`config.mk`:
```
export PLATFORM = sky130hd
export DESIGN_NAME = boot_power_seq
export DESIGN_NICKNAME = d
export VERILOG_FILES = /design/src/logic/boot_power_seq.v /design/src/logic/core_tick_divider.v /design/src/logic/default_profile_rom.v
export VERILOG_INCLUDE_DIRS = /design/src /design/src/logic
export SDC_FILE = /design/constraint.sdc
export NUM_CORES = 1
export LEC_CHECK = 0
export ABC_AREA = 1
export BUFFER_PORTS_ARGS = -buffer_cell sky130_fd_sc_hd__buf_2
export CORE_ASPECT_RATIO = 0.6
export CORE_MARGIN = 2
export CORE_UTILIZATION = 55
export DETAILED_ROUTE_END_ITERATION = 12
export PLACE_DENSITY = 0.87
export SYNTH_ARGS = -nofsm -noshare
export SYNTH_HDL_FRONTEND = slang
export SYNTH_HIERARCHICAL = 1
export SYNTH_SLANG_ARGS = --single-unit
```
`constraint.sdc`:
```
create_clock -name mclk_i -period 3.75 [get_ports mclk_i]
set_input_delay 0.375 -clock mclk_i [delete_from_list [all_inputs] [get_ports mclk_i]]
set_output_delay 0.375 -clock mclk_i [all_outputs]
set_load 0.03 [all_outputs]
```
`src/logic/boot_power_defines.vh`:
```
`ifndef BOOT_POWER_DEFINES_VH
`define BOOT_POWER_DEFINES_VH

// dead-battery strap codes
`define DB_NO_RESPONSE            3'h0
`define DB_HOLD_FOR_SUPPLY_INT    3'h1
`define DB_CONTROLLER_WAIT_INT    3'h2
`define DB_HOLD_FOR_SUPPLY_EXT    3'h3
`define DB_CONTROLLER_WAIT_EXT    3'h4
`define DB_NO_WAIT                3'h5

// default configuration strap codes
`define CFG_SAFE                  3'h0
`define CFG_INFINITE_WAIT         3'h1
`define CFG_PROFILE_1             3'h2
`define CFG_PROFILE_2             3'h3
`define CFG_PROFILE_3             3'h4
`define CFG_PROFILE_4             3'h5
`define CFG_PROFILE_5             3'h6

// port role codes
`define ROLE_DISABLED             2'h0
`define ROLE_SOURCE               2'h1
`define ROLE_SINK                 2'h2
`define ROLE_DUAL                 2'h3

// power state codes
`define PWR_ACTIVE                2'h0
`define PWR_IDLE                  2'h1
`define PWR_SLEEP                 2'h2

// source power in watts, voltage bitmap bit0=5v bit1=9v bit2=15v bit3=20v
`define SRC_W_15                  7'h0f
`define SRC_W_45                  7'h2d
`define SRC_W_60                  7'h3c
`define VMAP_5V                   4'h1
`define VMAP_5_TO_20V             4'hf
// current in 10 mA units
`define CUR_0A9                   9'h05a
`define CUR_3A0                   9'h12c

// mclk 250 MHz, period 4 ns
`define MCLK_PERIOD_NS            4
`define CORE_ACTIVE_KHZ           12000
`define CORE_IDLE_KHZ             5000
`define CORE_SLEEP_KHZ            100
`define MCLK_KHZ                  250000
`define DIV_ACTIVE  (`MCLK_KHZ / `CORE_ACTIVE_KHZ)
`define DIV_IDLE    (`MCLK_KHZ / `CORE_IDLE_KHZ)
`define DIV_SLEEP   (`MCLK_KHZ / `CORE_SLEEP_KHZ)
// divider terminal counts, one below each ratio
`define TICK_LIM_ACTIVE           12'h013
`define TICK_LIM_IDLE             12'h031
`define TICK_LIM_SLEEP            12'h9c3

`endif

```
`src/logic/boot_power_seq.v`:
```
// Contract
// - An external-switch dead-battery strap drives the sink gate pin.
// - Internal-switch dead-battery straps sink on the first HV path.
// - Power-up from either supply tries a load before any default.
// - Safe default keeps ports off, a legacy sink when on bus power.
// - Infinite wait default stays in boot until configuration arrives.
// - Profile 1: internal-switch source only, 5 V 3 A, no PD.
// - Profile 2: internal source only, 45 W 5/9/15/20 V, no alt modes.
// - Profile 3: internal sink only, 5-20 V at 0.9-3.0 A, no alt modes.
// - Profile 4: internal source only, 60 W 5/9/15/20 V, no alt modes.
// - Profile 5: external sink plus 5 V 3 A source, no alt modes.
// - One of Active, Idle, Sleep holds; Sleep only while unconnected.
// - Core clock 12 MHz, 5 MHz, 100 kHz; fast oscillator off in Sleep. Active runs 12.5 MHz here (250 MHz over 20).
// - Detection always; PD and SPI only in Active; I2C also in Idle.
// - Attach, detach or addressed I2C wakes Idle or Sleep to Active.
// - A PD message wakes only from Idle and that message is dropped.
// - When the regulator runs from bus power the port is sink only.
`timescale 1ns/1ps
`default_nettype none
`include "boot_power_defines.vh"
module boot_power_seq (
    input  wire        mclk_i,
    input  wire        rst_b_i,
    input  wire        main_low_voltage_input_i,
    input  wire        vbus_present_i,
    input  wire        regulated_from_vbus_i,
    input  wire [2:0]  db_mode_strap_i,
    input  wire [2:0]  cfg_strap_i,
    input  wire        cfg_load_done_i,
    input  wire        cfg_load_fail_i,
    input  wire        cfg_ports_enabled_i,
    input  wire [1:0]  cfg_role_i,
    input  wire        cfg_ext_switch_i,
    input  wire        cfg_pd_enabled_i,
    input  wire        cfg_alt_modes_i,
    input  wire        port_connected_i,
    input  wire        i2c_addr_match_i,
    input  wire        pd_msg_rx_i,
    input  wire        idle_req_i,
    input  wire        sleep_req_i,
    output reg         cfg_load_req_o,
    output reg         boot_done_o,
    output reg         cfg_from_load_o,
    output reg         ports_enabled_o,
    output reg  [1:0]  port_role_o,
    output reg         pd_enabled_o,
    output reg         alt_modes_o,
    output reg  [6:0]  src_watts_o,
    output reg  [3:0]  src_vmap_o,
    output reg  [8:0]  snk_min_cur_o,
    output reg  [8:0]  snk_max_cur_o,
    output reg         external_sink_gate_pin_o,
    output reg         first_high_voltage_path_o,
    output reg  [1:0]  pwr_state_o,
    output reg         osc_fast_en_o,
    output wire        osc_slow_en_o,
    output wire        core_tick_o,
    output wire        typec_detect_en_o,
    output reg         pd_comm_en_o,
    output reg         spi_en_o,
    output reg         i2c_en_o,
    output reg         pd_msg_fwd_o
);
    localparam [2:0] BOOT_STRAP   = 3'h0;
    localparam [2:0] BOOT_HOLD    = 3'h1;
    localparam [2:0] BOOT_LOAD    = 3'h2;
    localparam [2:0] BOOT_WAIT    = 3'h3;
    localparam [2:0] BOOT_RUN     = 3'h4;

    reg  [2:0]  boot_r;
    reg  [2:0]  boot_nxt;
    reg  [2:0]  db_r;
    reg  [2:0]  cfg_r;
    reg         loaded_r;
    reg  [1:0]  pwr_nxt;
    reg         det_prev_r;

    wire        rom_en;
    wire [1:0]  rom_role;
    wire        rom_ext;
    wire        rom_pd;
    wire        rom_alt;
    wire [6:0]  rom_watts;
    wire [3:0]  rom_vmap;
    wire [8:0]  rom_min;
    wire [8:0]  rom_max;

    function is_ext_db;
        input [2:0] m;
        begin
            is_ext_db = (m == `DB_HOLD_FOR_SUPPLY_EXT) ||
                        (m == `DB_CONTROLLER_WAIT_EXT);
        end
    endfunction

    function is_int_db;
        input [2:0] m;
        begin
            is_int_db = (m == `DB_HOLD_FOR_SUPPLY_INT) ||
                        (m == `DB_CONTROLLER_WAIT_INT);
        end
    endfunction

    default_profile_rom u_rom (
        .cfg_sel_i       (cfg_r),
        .ports_enabled_o (rom_en),
        .role_o          (rom_role),
        .ext_switch_o    (rom_ext),
        .pd_enabled_o    (rom_pd),
        .alt_modes_o     (rom_alt),
        .src_watts_o     (rom_watts),
        .src_vmap_o      (rom_vmap),
        .snk_min_cur_o   (rom_min),
        .snk_max_cur_o   (rom_max)
    );

    core_tick_divider u_div (
        .mclk_i      (mclk_i),
        .rst_b_i     (rst_b_i),
        .pwr_state_i (pwr_state_o),
        .core_tick_o (core_tick_o)
    );

    always @* begin
        boot_nxt = boot_r;
        case (boot_r)
            // straps land in db_r on this edge, so read the pins
            BOOT_STRAP: begin
                if (!main_low_voltage_input_i &&
                    (is_ext_db(db_mode_strap_i) ||
                     is_int_db(db_mode_strap_i) ||
                     db_mode_strap_i == `DB_NO_RESPONSE) &&
                    !(db_mode_strap_i == `DB_CONTROLLER_WAIT_INT ||
                      db_mode_strap_i == `DB_CONTROLLER_WAIT_EXT))
                    boot_nxt = BOOT_HOLD;
                else
                    boot_nxt = BOOT_LOAD;
            end
            BOOT_HOLD: begin
                if (main_low_voltage_input_i)
                    boot_nxt = BOOT_LOAD;
            end
            BOOT_LOAD: begin
                if (cfg_load_done_i)
                    boot_nxt = BOOT_RUN;
                else if (cfg_load_fail_i)
                    boot_nxt = BOOT_WAIT;
            end
            BOOT_WAIT: begin
                if (cfg_r != `CFG_INFINITE_WAIT)
                    boot_nxt = BOOT_RUN;
                else
                    boot_nxt = BOOT_LOAD;
            end
            default: boot_nxt = BOOT_RUN;
        endcase
    end

    // straps caught in the clocked domain after reset release
    always @(posedge mclk_i or negedge rst_b_i) begin
        if (!rst_b_i) begin
            boot_r          <= BOOT_STRAP;
            db_r            <= `DB_NO_RESPONSE;
            cfg_r           <= `CFG_SAFE;
            loaded_r        <= 1'b0;
            cfg_load_req_o  <= 1'b0;
            boot_done_o     <= 1'b0;
        end else begin
            boot_r <= boot_nxt;
            if (boot_r == BOOT_STRAP) begin
                db_r  <= db_mode_strap_i;
                cfg_r <= cfg_strap_i;
            end
            if (boot_r == BOOT_LOAD && cfg_load_done_i)
                loaded_r <= 1'b1;
            cfg_load_req_o <= (boot_nxt == BOOT_LOAD);
            boot_done_o    <= (boot_nxt == BOOT_RUN);
        end
    end

    // port settings, loaded bundle wins over strapped profile
    always @(posedge mclk_i or negedge rst_b_i) begin
        if (!rst_b_i) begin
            cfg_from_load_o           <= 1'b0;
            ports_enabled_o           <= 1'b0;
            port_role_o               <= `ROLE_DISABLED;
            pd_enabled_o              <= 1'b0;
            alt_modes_o               <= 1'b0;
            src_watts_o               <= 7'h00;
            src_vmap_o                <= 4'h0;
            snk_min_cur_o             <= 9'h000;
            snk_max_cur_o             <= 9'h000;
            external_sink_gate_pin_o  <= 1'b0;
            first_high_voltage_path_o <= 1'b0;
        end else begin
            cfg_from_load_o <= loaded_r;
            src_watts_o     <= rom_watts;
            src_vmap_o      <= rom_vmap;
            snk_min_cur_o   <= rom_min;
            snk_max_cur_o   <= rom_max;
            if (boot_r != BOOT_RUN) begin
                ports_enabled_o <= 1'b0;
                port_role_o     <= `ROLE_DISABLED;
                pd_enabled_o    <= 1'b0;
                alt_modes_o     <= 1'b0;
            end else if (loaded_r) begin
                ports_enabled_o <= cfg_ports_enabled_i;
                pd_enabled_o    <= cfg_pd_enabled_i;
                alt_modes_o     <= cfg_alt_modes_i;
                if (regulated_from_vbus_i && cfg_role_i != `ROLE_DISABLED)
                    port_role_o <= `ROLE_SINK;
                else
                    port_role_o <= cfg_role_i;
            end else if (cfg_r == `CFG_SAFE || !rom_en) begin
                ports_enabled_o <= 1'b0;
                pd_enabled_o    <= 1'b0;
                alt_modes_o     <= 1'b0;
                port_role_o     <= vbus_present_i && regulated_from_vbus_i ?
                                   `ROLE_SINK : `ROLE_DISABLED;
            end else begin
                ports_enabled_o <= rom_en;
                pd_enabled_o    <= rom_pd;
                alt_modes_o     <= rom_alt;
                if (regulated_from_vbus_i)
                    port_role_o <= `ROLE_SINK;
                else
                    port_role_o <= rom_role;
            end
            // dead-battery path stays closed until a run config takes over
            if (boot_r != BOOT_RUN) begin
                external_sink_gate_pin_o  <= vbus_present_i && is_ext_db(db_r);
                first_high_voltage_path_o <= vbus_present_i && is_int_db(db_r);
            end else begin
                external_sink_gate_pin_o  <= loaded_r ?
                    (cfg_ext_switch_i && cfg_role_i[1]) :
                    (rom_en ? (rom_ext && rom_role[1]) :
                     (vbus_present_i && is_ext_db(db_r)));
                first_high_voltage_path_o <= loaded_r ?
                    (!cfg_ext_switch_i && cfg_role_i[1]) :
                    (rom_en ? (!rom_ext && rom_role[1]) :
                     (vbus_present_i && !is_ext_db(db_r)));
            end
        end
    end

    // power state; wakes outrank requests to drop
    always @* begin
        pwr_nxt = pwr_state_o;
        case (pwr_state_o)
            `PWR_ACTIVE: begin
                if (sleep_req_i && !port_connected_i)
                    pwr_nxt = `PWR_SLEEP;
                else if (idle_req_i)
                    pwr_nxt = `PWR_IDLE;
            end
            `PWR_IDLE: begin
                if (port_connected_i != det_prev_r || i2c_addr_match_i ||
                    pd_msg_rx_i)
                    pwr_nxt = `PWR_ACTIVE;
                else if (sleep_req_i && !port_connected_i)
                    pwr_nxt = `PWR_SLEEP;
            end
            default: begin
                if (port_connected_i != det_prev_r || i2c_addr_match_i ||
                    port_connected_i)
                    pwr_nxt = `PWR_ACTIVE;
            end
        endcase
    end

    always @(posedge mclk_i or negedge rst_b_i) begin
        if (!rst_b_i) begin
            det_prev_r    <= 1'b0;
            pwr_state_o   <= `PWR_ACTIVE;
            osc_fast_en_o <= 1'b1;
            pd_comm_en_o  <= 1'b1;
            spi_en_o      <= 1'b1;
            i2c_en_o      <= 1'b1;
            pd_msg_fwd_o  <= 1'b0;
        end else begin
            det_prev_r    <= port_connected_i;
            pwr_state_o   <= pwr_nxt;
            osc_fast_en_o <= (pwr_nxt != `PWR_SLEEP);
            pd_comm_en_o  <= (pwr_nxt == `PWR_ACTIVE);
            spi_en_o      <= (pwr_nxt == `PWR_ACTIVE);
            i2c_en_o      <= (pwr_nxt != `PWR_SLEEP);
            pd_msg_fwd_o  <= pd_msg_rx_i && (pwr_state_o == `PWR_ACTIVE);
        end
    end

    assign osc_slow_en_o     = 1'b1;
    assign typec_detect_en_o = 1'b1;
endmodule // boot_power_seq
`default_nettype wire

```
`src/logic/core_tick_divider.v`:
```
`timescale 1ns/1ps
`default_nettype none
`include "boot_power_defines.vh"
module core_tick_divider (
    input  wire        mclk_i,
    input  wire        rst_b_i,
    input  wire [1:0]  pwr_state_i,
    output reg         core_tick_o
);
    reg  [11:0] cnt_r;
    reg  [11:0] limit;

    // limit drops to the new rate at once; a short last period is harmless
    always @* begin
        case (pwr_state_i)
            `PWR_ACTIVE: limit = `TICK_LIM_ACTIVE;
            `PWR_IDLE:   limit = `TICK_LIM_IDLE;
            default:     limit = `TICK_LIM_SLEEP;
        endcase
    end

    always @(posedge mclk_i or negedge rst_b_i) begin
        if (!rst_b_i) begin
            cnt_r       <= 12'h000;
            core_tick_o <= 1'b0;
        end else if (cnt_r >= limit) begin
            cnt_r       <= 12'h000;
            core_tick_o <= 1'b1;
        end else begin
            cnt_r       <= cnt_r + 12'h001;
            core_tick_o <= 1'b0;
        end
    end
endmodule // core_tick_divider
`default_nettype wire

```
`src/logic/default_profile_rom.v`:
```
`timescale 1ns/1ps
`default_nettype none
`include "boot_power_defines.vh"
module default_profile_rom (
    input  wire [2:0]  cfg_sel_i,
    output reg         ports_enabled_o,
    output reg  [1:0]  role_o,
    output reg         ext_switch_o,
    output reg         pd_enabled_o,
    output reg         alt_modes_o,
    output reg  [6:0]  src_watts_o,
    output reg  [3:0]  src_vmap_o,
    output reg  [8:0]  snk_min_cur_o,
    output reg  [8:0]  snk_max_cur_o
);
    always @* begin
        ports_enabled_o = 1'b1;
        role_o          = `ROLE_DISABLED;
        ext_switch_o    = 1'b0;
        pd_enabled_o    = 1'b1;
        alt_modes_o     = 1'b0;
        src_watts_o     = 7'h00;
        src_vmap_o      = 4'h0;
        snk_min_cur_o   = 9'h000;
        snk_max_cur_o   = 9'h000;
        case (cfg_sel_i)
            `CFG_PROFILE_1: begin
                role_o       = `ROLE_SOURCE;
                pd_enabled_o = 1'b0;
                src_watts_o  = `SRC_W_15;
                src_vmap_o   = `VMAP_5V;
            end
            `CFG_PROFILE_2: begin
                role_o      = `ROLE_SOURCE;
                src_watts_o = `SRC_W_45;
                src_vmap_o  = `VMAP_5_TO_20V;
            end
            `CFG_PROFILE_3: begin
                role_o        = `ROLE_SINK;
                snk_min_cur_o = `CUR_0A9;
                snk_max_cur_o = `CUR_3A0;
            end
            `CFG_PROFILE_4: begin
                role_o      = `ROLE_SOURCE;
                src_watts_o = `SRC_W_60;
                src_vmap_o  = `VMAP_5_TO_20V;
            end
            `CFG_PROFILE_5: begin
                role_o        = `ROLE_DUAL;
                ext_switch_o  = 1'b1;
                src_watts_o   = `SRC_W_15;
                src_vmap_o    = `VMAP_5V;
                snk_min_cur_o = `CUR_0A9;
                snk_max_cur_o = `CUR_3A0;
            end
            default: begin
                ports_enabled_o = 1'b0;
                pd_enabled_o    = 1'b0;
            end
        endcase
    end
endmodule // default_profile_rom
`default_nettype wire

```
==> results by group <==
Status
  – Status: completed

Route
  – Initial DRC Count: 79
  – Post-route ant nets: 0
  – Number of remaining DRC errors: 0
  – DRT Pass-1 Iters: 4
  – DR vias/cell: 4.945
  – DR WL/cell: 12.37 um
  – Via count: 2,319
  – WL final: 5800 um

Critical path
  – WP data required: 4.01 ns
  – Crit path max fanout: 13
  – CP Launch Point: pwr_state_o[1]
  – Worst path most repeated cell: nand2_1
  – Reg-to-Reg Start: pwr_state_o[1]
  – Crit path cell chain: inv_1 > nand2_1 > ha_1 > nand2_1 > nand2_1 > nand2_1 > nand2_1 > nand2_1 > nand3_2 > nor2_1
  – Endpoint of the worst setup timing path: u_div/cnt_r[0]
  – Worst path depth: 10
  – Slowest cell on crit path: dfrtp_1
  – Type of origin of the critical path: flop
  – WP buf/inv: 1
  – R2r setup slk: 1.93 ns
  – Crit. End Element: flop
  – Crit path max-delay family: simple AND/OR/NAND/NOR gates
  – Crit path DAT: 2.08 ns
  – Reg2reg end: u_div/cnt_r[0]
  – Max incr delay on CP: 0.45 ns
  – CP Class: reg2reg
  – Worst R2R Path Depth: 10

Yosys
  – Syn_area_per_cell: 9.435 um2
  – Number of library cell types mapped by synthesis: 35
  – Syn. warnings: 6
  – Mapped cell area: 3123 um2
  – Asr flop ratio synth: 1.000
  – Yosys top cell by area: dfrtp_1
  – Post-synthesis cell count: 331
  – Top-area cell type share of the netlist area: 0.5288
  – Main synth FF type: dfrtp_1
  – Ranking of synthesized cells by area: dfrtp_1, nand2_1, buf_4
  – Seq/Total Area, Yosys: 0.5457
  – Post-synth EDFFs: 0
  – Yosys reg bits: 68

STA
  – Worst hold margin: 0.1955 ns
  – Clock skew: 0.006527 ns
  – Setup-failing EPs final: 0
  – Min Clock Period, post-route: 1.823 ns
  – Fin crit share: 0.4862
  – Final Hold Fails: 0
  – Setup TNS: 0 ns
  – Max Slew Vio Count: 0
  – Fmax: 548.5 MHz
  – Worst-margin pin slew: 1.107 ns
  – RSZ-0062 raised after global routing: no
  – Max transition margin: 0.2619

Placed design
  – Routability Congestion: 0.8260
  – Placed cell area: 3382 um2
  – DP HPWL: 4280 um
  – Inst Count DP: 453
  – Port Buf Inserts: 70

Clock tree
  – Post-CTS setup buffers: 0
  – CTS Buffer Depth: 2
  – Clock Latency Late Sink: 0.34 ns
  – Root buffer cell: clkbuf_8
  – PostCTS Resize Cnt: 0
  – CTS tree: done
  – Clock transition at the registers of the reported paths: 0.07 ns
  – Sink Count: 68
  – CTS Buf Count: 9
  – Htree depth: 3
  – Hold_buf cts: 0

Global routing
  – First-pass GRT wire length: 10,170 um
  – Total Routing Usage GR: 0.2089
  – Largest net degree at the start of global routing: 53
  – Vias in the first global route: 2,298
  – Overflow after GRT: 0
  – Antenna violations before repair: 0

Die
  – # rows: 21
  – Die Wd: 101.3 um
  – IO Pins: 73
  – Initial core utilization: 0.5660
  – Core Area: 5518 um2
  – DIE AREA: 6317 um2
  – Die Ht: 62.37 um

Power
  – Peak supply drop: 0.3298 mV
  – Power Density: 507.8 nW/um2
  – LEAKAGE: 1.945 nW

Final layout
  – Area growth syn-to-layout: 14.62%
  – Number of diodes: 0
  – Cell Count, Final, Fillers Out: 469
  – Post-layout nets: 427
  – Share of layout cells above drive strength 1: 0.3100
  – Fill cell count: 450
  – Finished Cell Area: 3580 um2

Job
  – Max_cap viols: 0

Worst hold path
  – Hold Path Class: in2reg
  – WHS Path Cells: 1
flip-flops by register name, summed over array words and instances (netlist names), 2 cells and up:
signal         count
snk_max_cur_o      9
src_watts_o        7
cfg_r              3
port_role_o        2
db_r               3
snk_min_cur_o      9
pwr_state_o        2
src_vmap_o         4
boot_r             3
u_div/cnt_r       12
cells by family after synthesis:
| logic type | synth area share |
|---|---|
| adder cells (fa/ha/maj) | 0.03205 |
| other | 0.002405 |
| buffers and inverters | 0.1206 |
| AND/OR/NAND/NOR | 0.2336 |
| XOR/XNOR | 0.01683 |
| flip-flops | 0.5457 |
| AO/OA/AOI/OAI | 0.04407 |
| multiplexers | 0.004806 |
final cells by class:
class | count | area, um2 | area share
Clock buffer | 14 | 162.7 | 0.04544
Clock inverter | 2 | 35.03 | 0.009787
Inverter | 39 | 146.4 | 0.04089
Multi-Input combinational cell | 206 | 1087 | 0.3037
Sequential cell | 68 | 1704 | 0.4761
Tap cell | 69 | 86.33 | 0.02412
Timing Repair Buffer | 71 | 357.8 | 0.09997
cells in the final DEF (no fill, tap or decap), types with 4 or more instances in the layout:
| cell | instances |
|---|---|
| nand2_1 | 67 |
| ha_1 | 8 |
| nand2_2 | 4 |
| nor2_2 | 11 |
| a21oi_2 | 5 |
| dfrtp_1 | 66 |
| conb_1 | 14 |
| nor2_1 | 32 |
| nand4_1 | 8 |
| inv_1 | 30 |
| clkbuf_8 | 11 |
| buf_2 | 70 |
| inv_2 | 9 |
| nand3_1 | 19 |
| nand3_2 | 4 |
| a21oi_1 | 9 |
worst min path at each step:
| stage | startpoint | to | slack, ns |
|---|---|---|---|
| 6_report | port_connected_i | det_prev_r | 0.20 |
| 5_1_grt | port_connected_i | det_prev_r | 0.17 |
| 4_1_cts | port_connected_i | det_prev_r | 0.17 |
| 3_5_place_dp | pwr_state_o[0] | pd_msg_fwd_o | 0.53 |
| 3_3_place_gp | u_div/cnt_r[0] | u_div/cnt_r[0] | 0.51 |
| 2_1_floorplan | rst_b_i | alt_modes_o | 0.08 |
metal layers:
metal / vias to the layer above / share of wire / track usage
met5: - / 0 / 0
met4: 0 / 0.017 / 0.09291
met3: 10 / 0.083 / 0.07942
met2: 89 / 0.46 / 0.3046
met1: 1087 / 0.44 / 0.2792
li1: 1133 / - / -
power by group:
part	total, mW	switching (mW)	internal, mW
Sequential	0.860	0.0546	0.805
Combinational	0.364	0.244	0.120
Clock	0.594	0.251	0.343
cell usage after synthesis (3+ instances only):
cell type,instances
a21oi_1,9
a21oi_2,5
buf_4,27
dfrtp_1,66
ha_1,8
inv_1,30
inv_2,9
nand2_1,67
nand2_2,4
nand3_1,19
nand3_2,4
nand4_1,8
nor2_1,32
nor2_2,11
xnor2_1,3
xor2_1,3
worst reg2reg max path: cells and delay by family, from the launching register on:
| family | cells | cell delay (ns) |
|---|---|---|
| buf+inv | 1 | 0.17 |
| flops | 1 | 0.45 |
| fa+ha+maj | 1 | 0.30 |
| simple gates | 8 | 0.81 |
through the flow:
step | setup WS (ns) | power [mW] | util
finish | 1.927 | 1.818 | 0.6488
global route | 1.679 | 1.922 | 0.6488
CTS | 1.903 | 1.837 | 0.6488
detailed placement | 1.929 | 1.239 | 0.6129
global placement | 2.045 | 1.225 | 0.6129
floorplan | 1.986 | 1.158 | -
(Power assumes the default switching activity.)
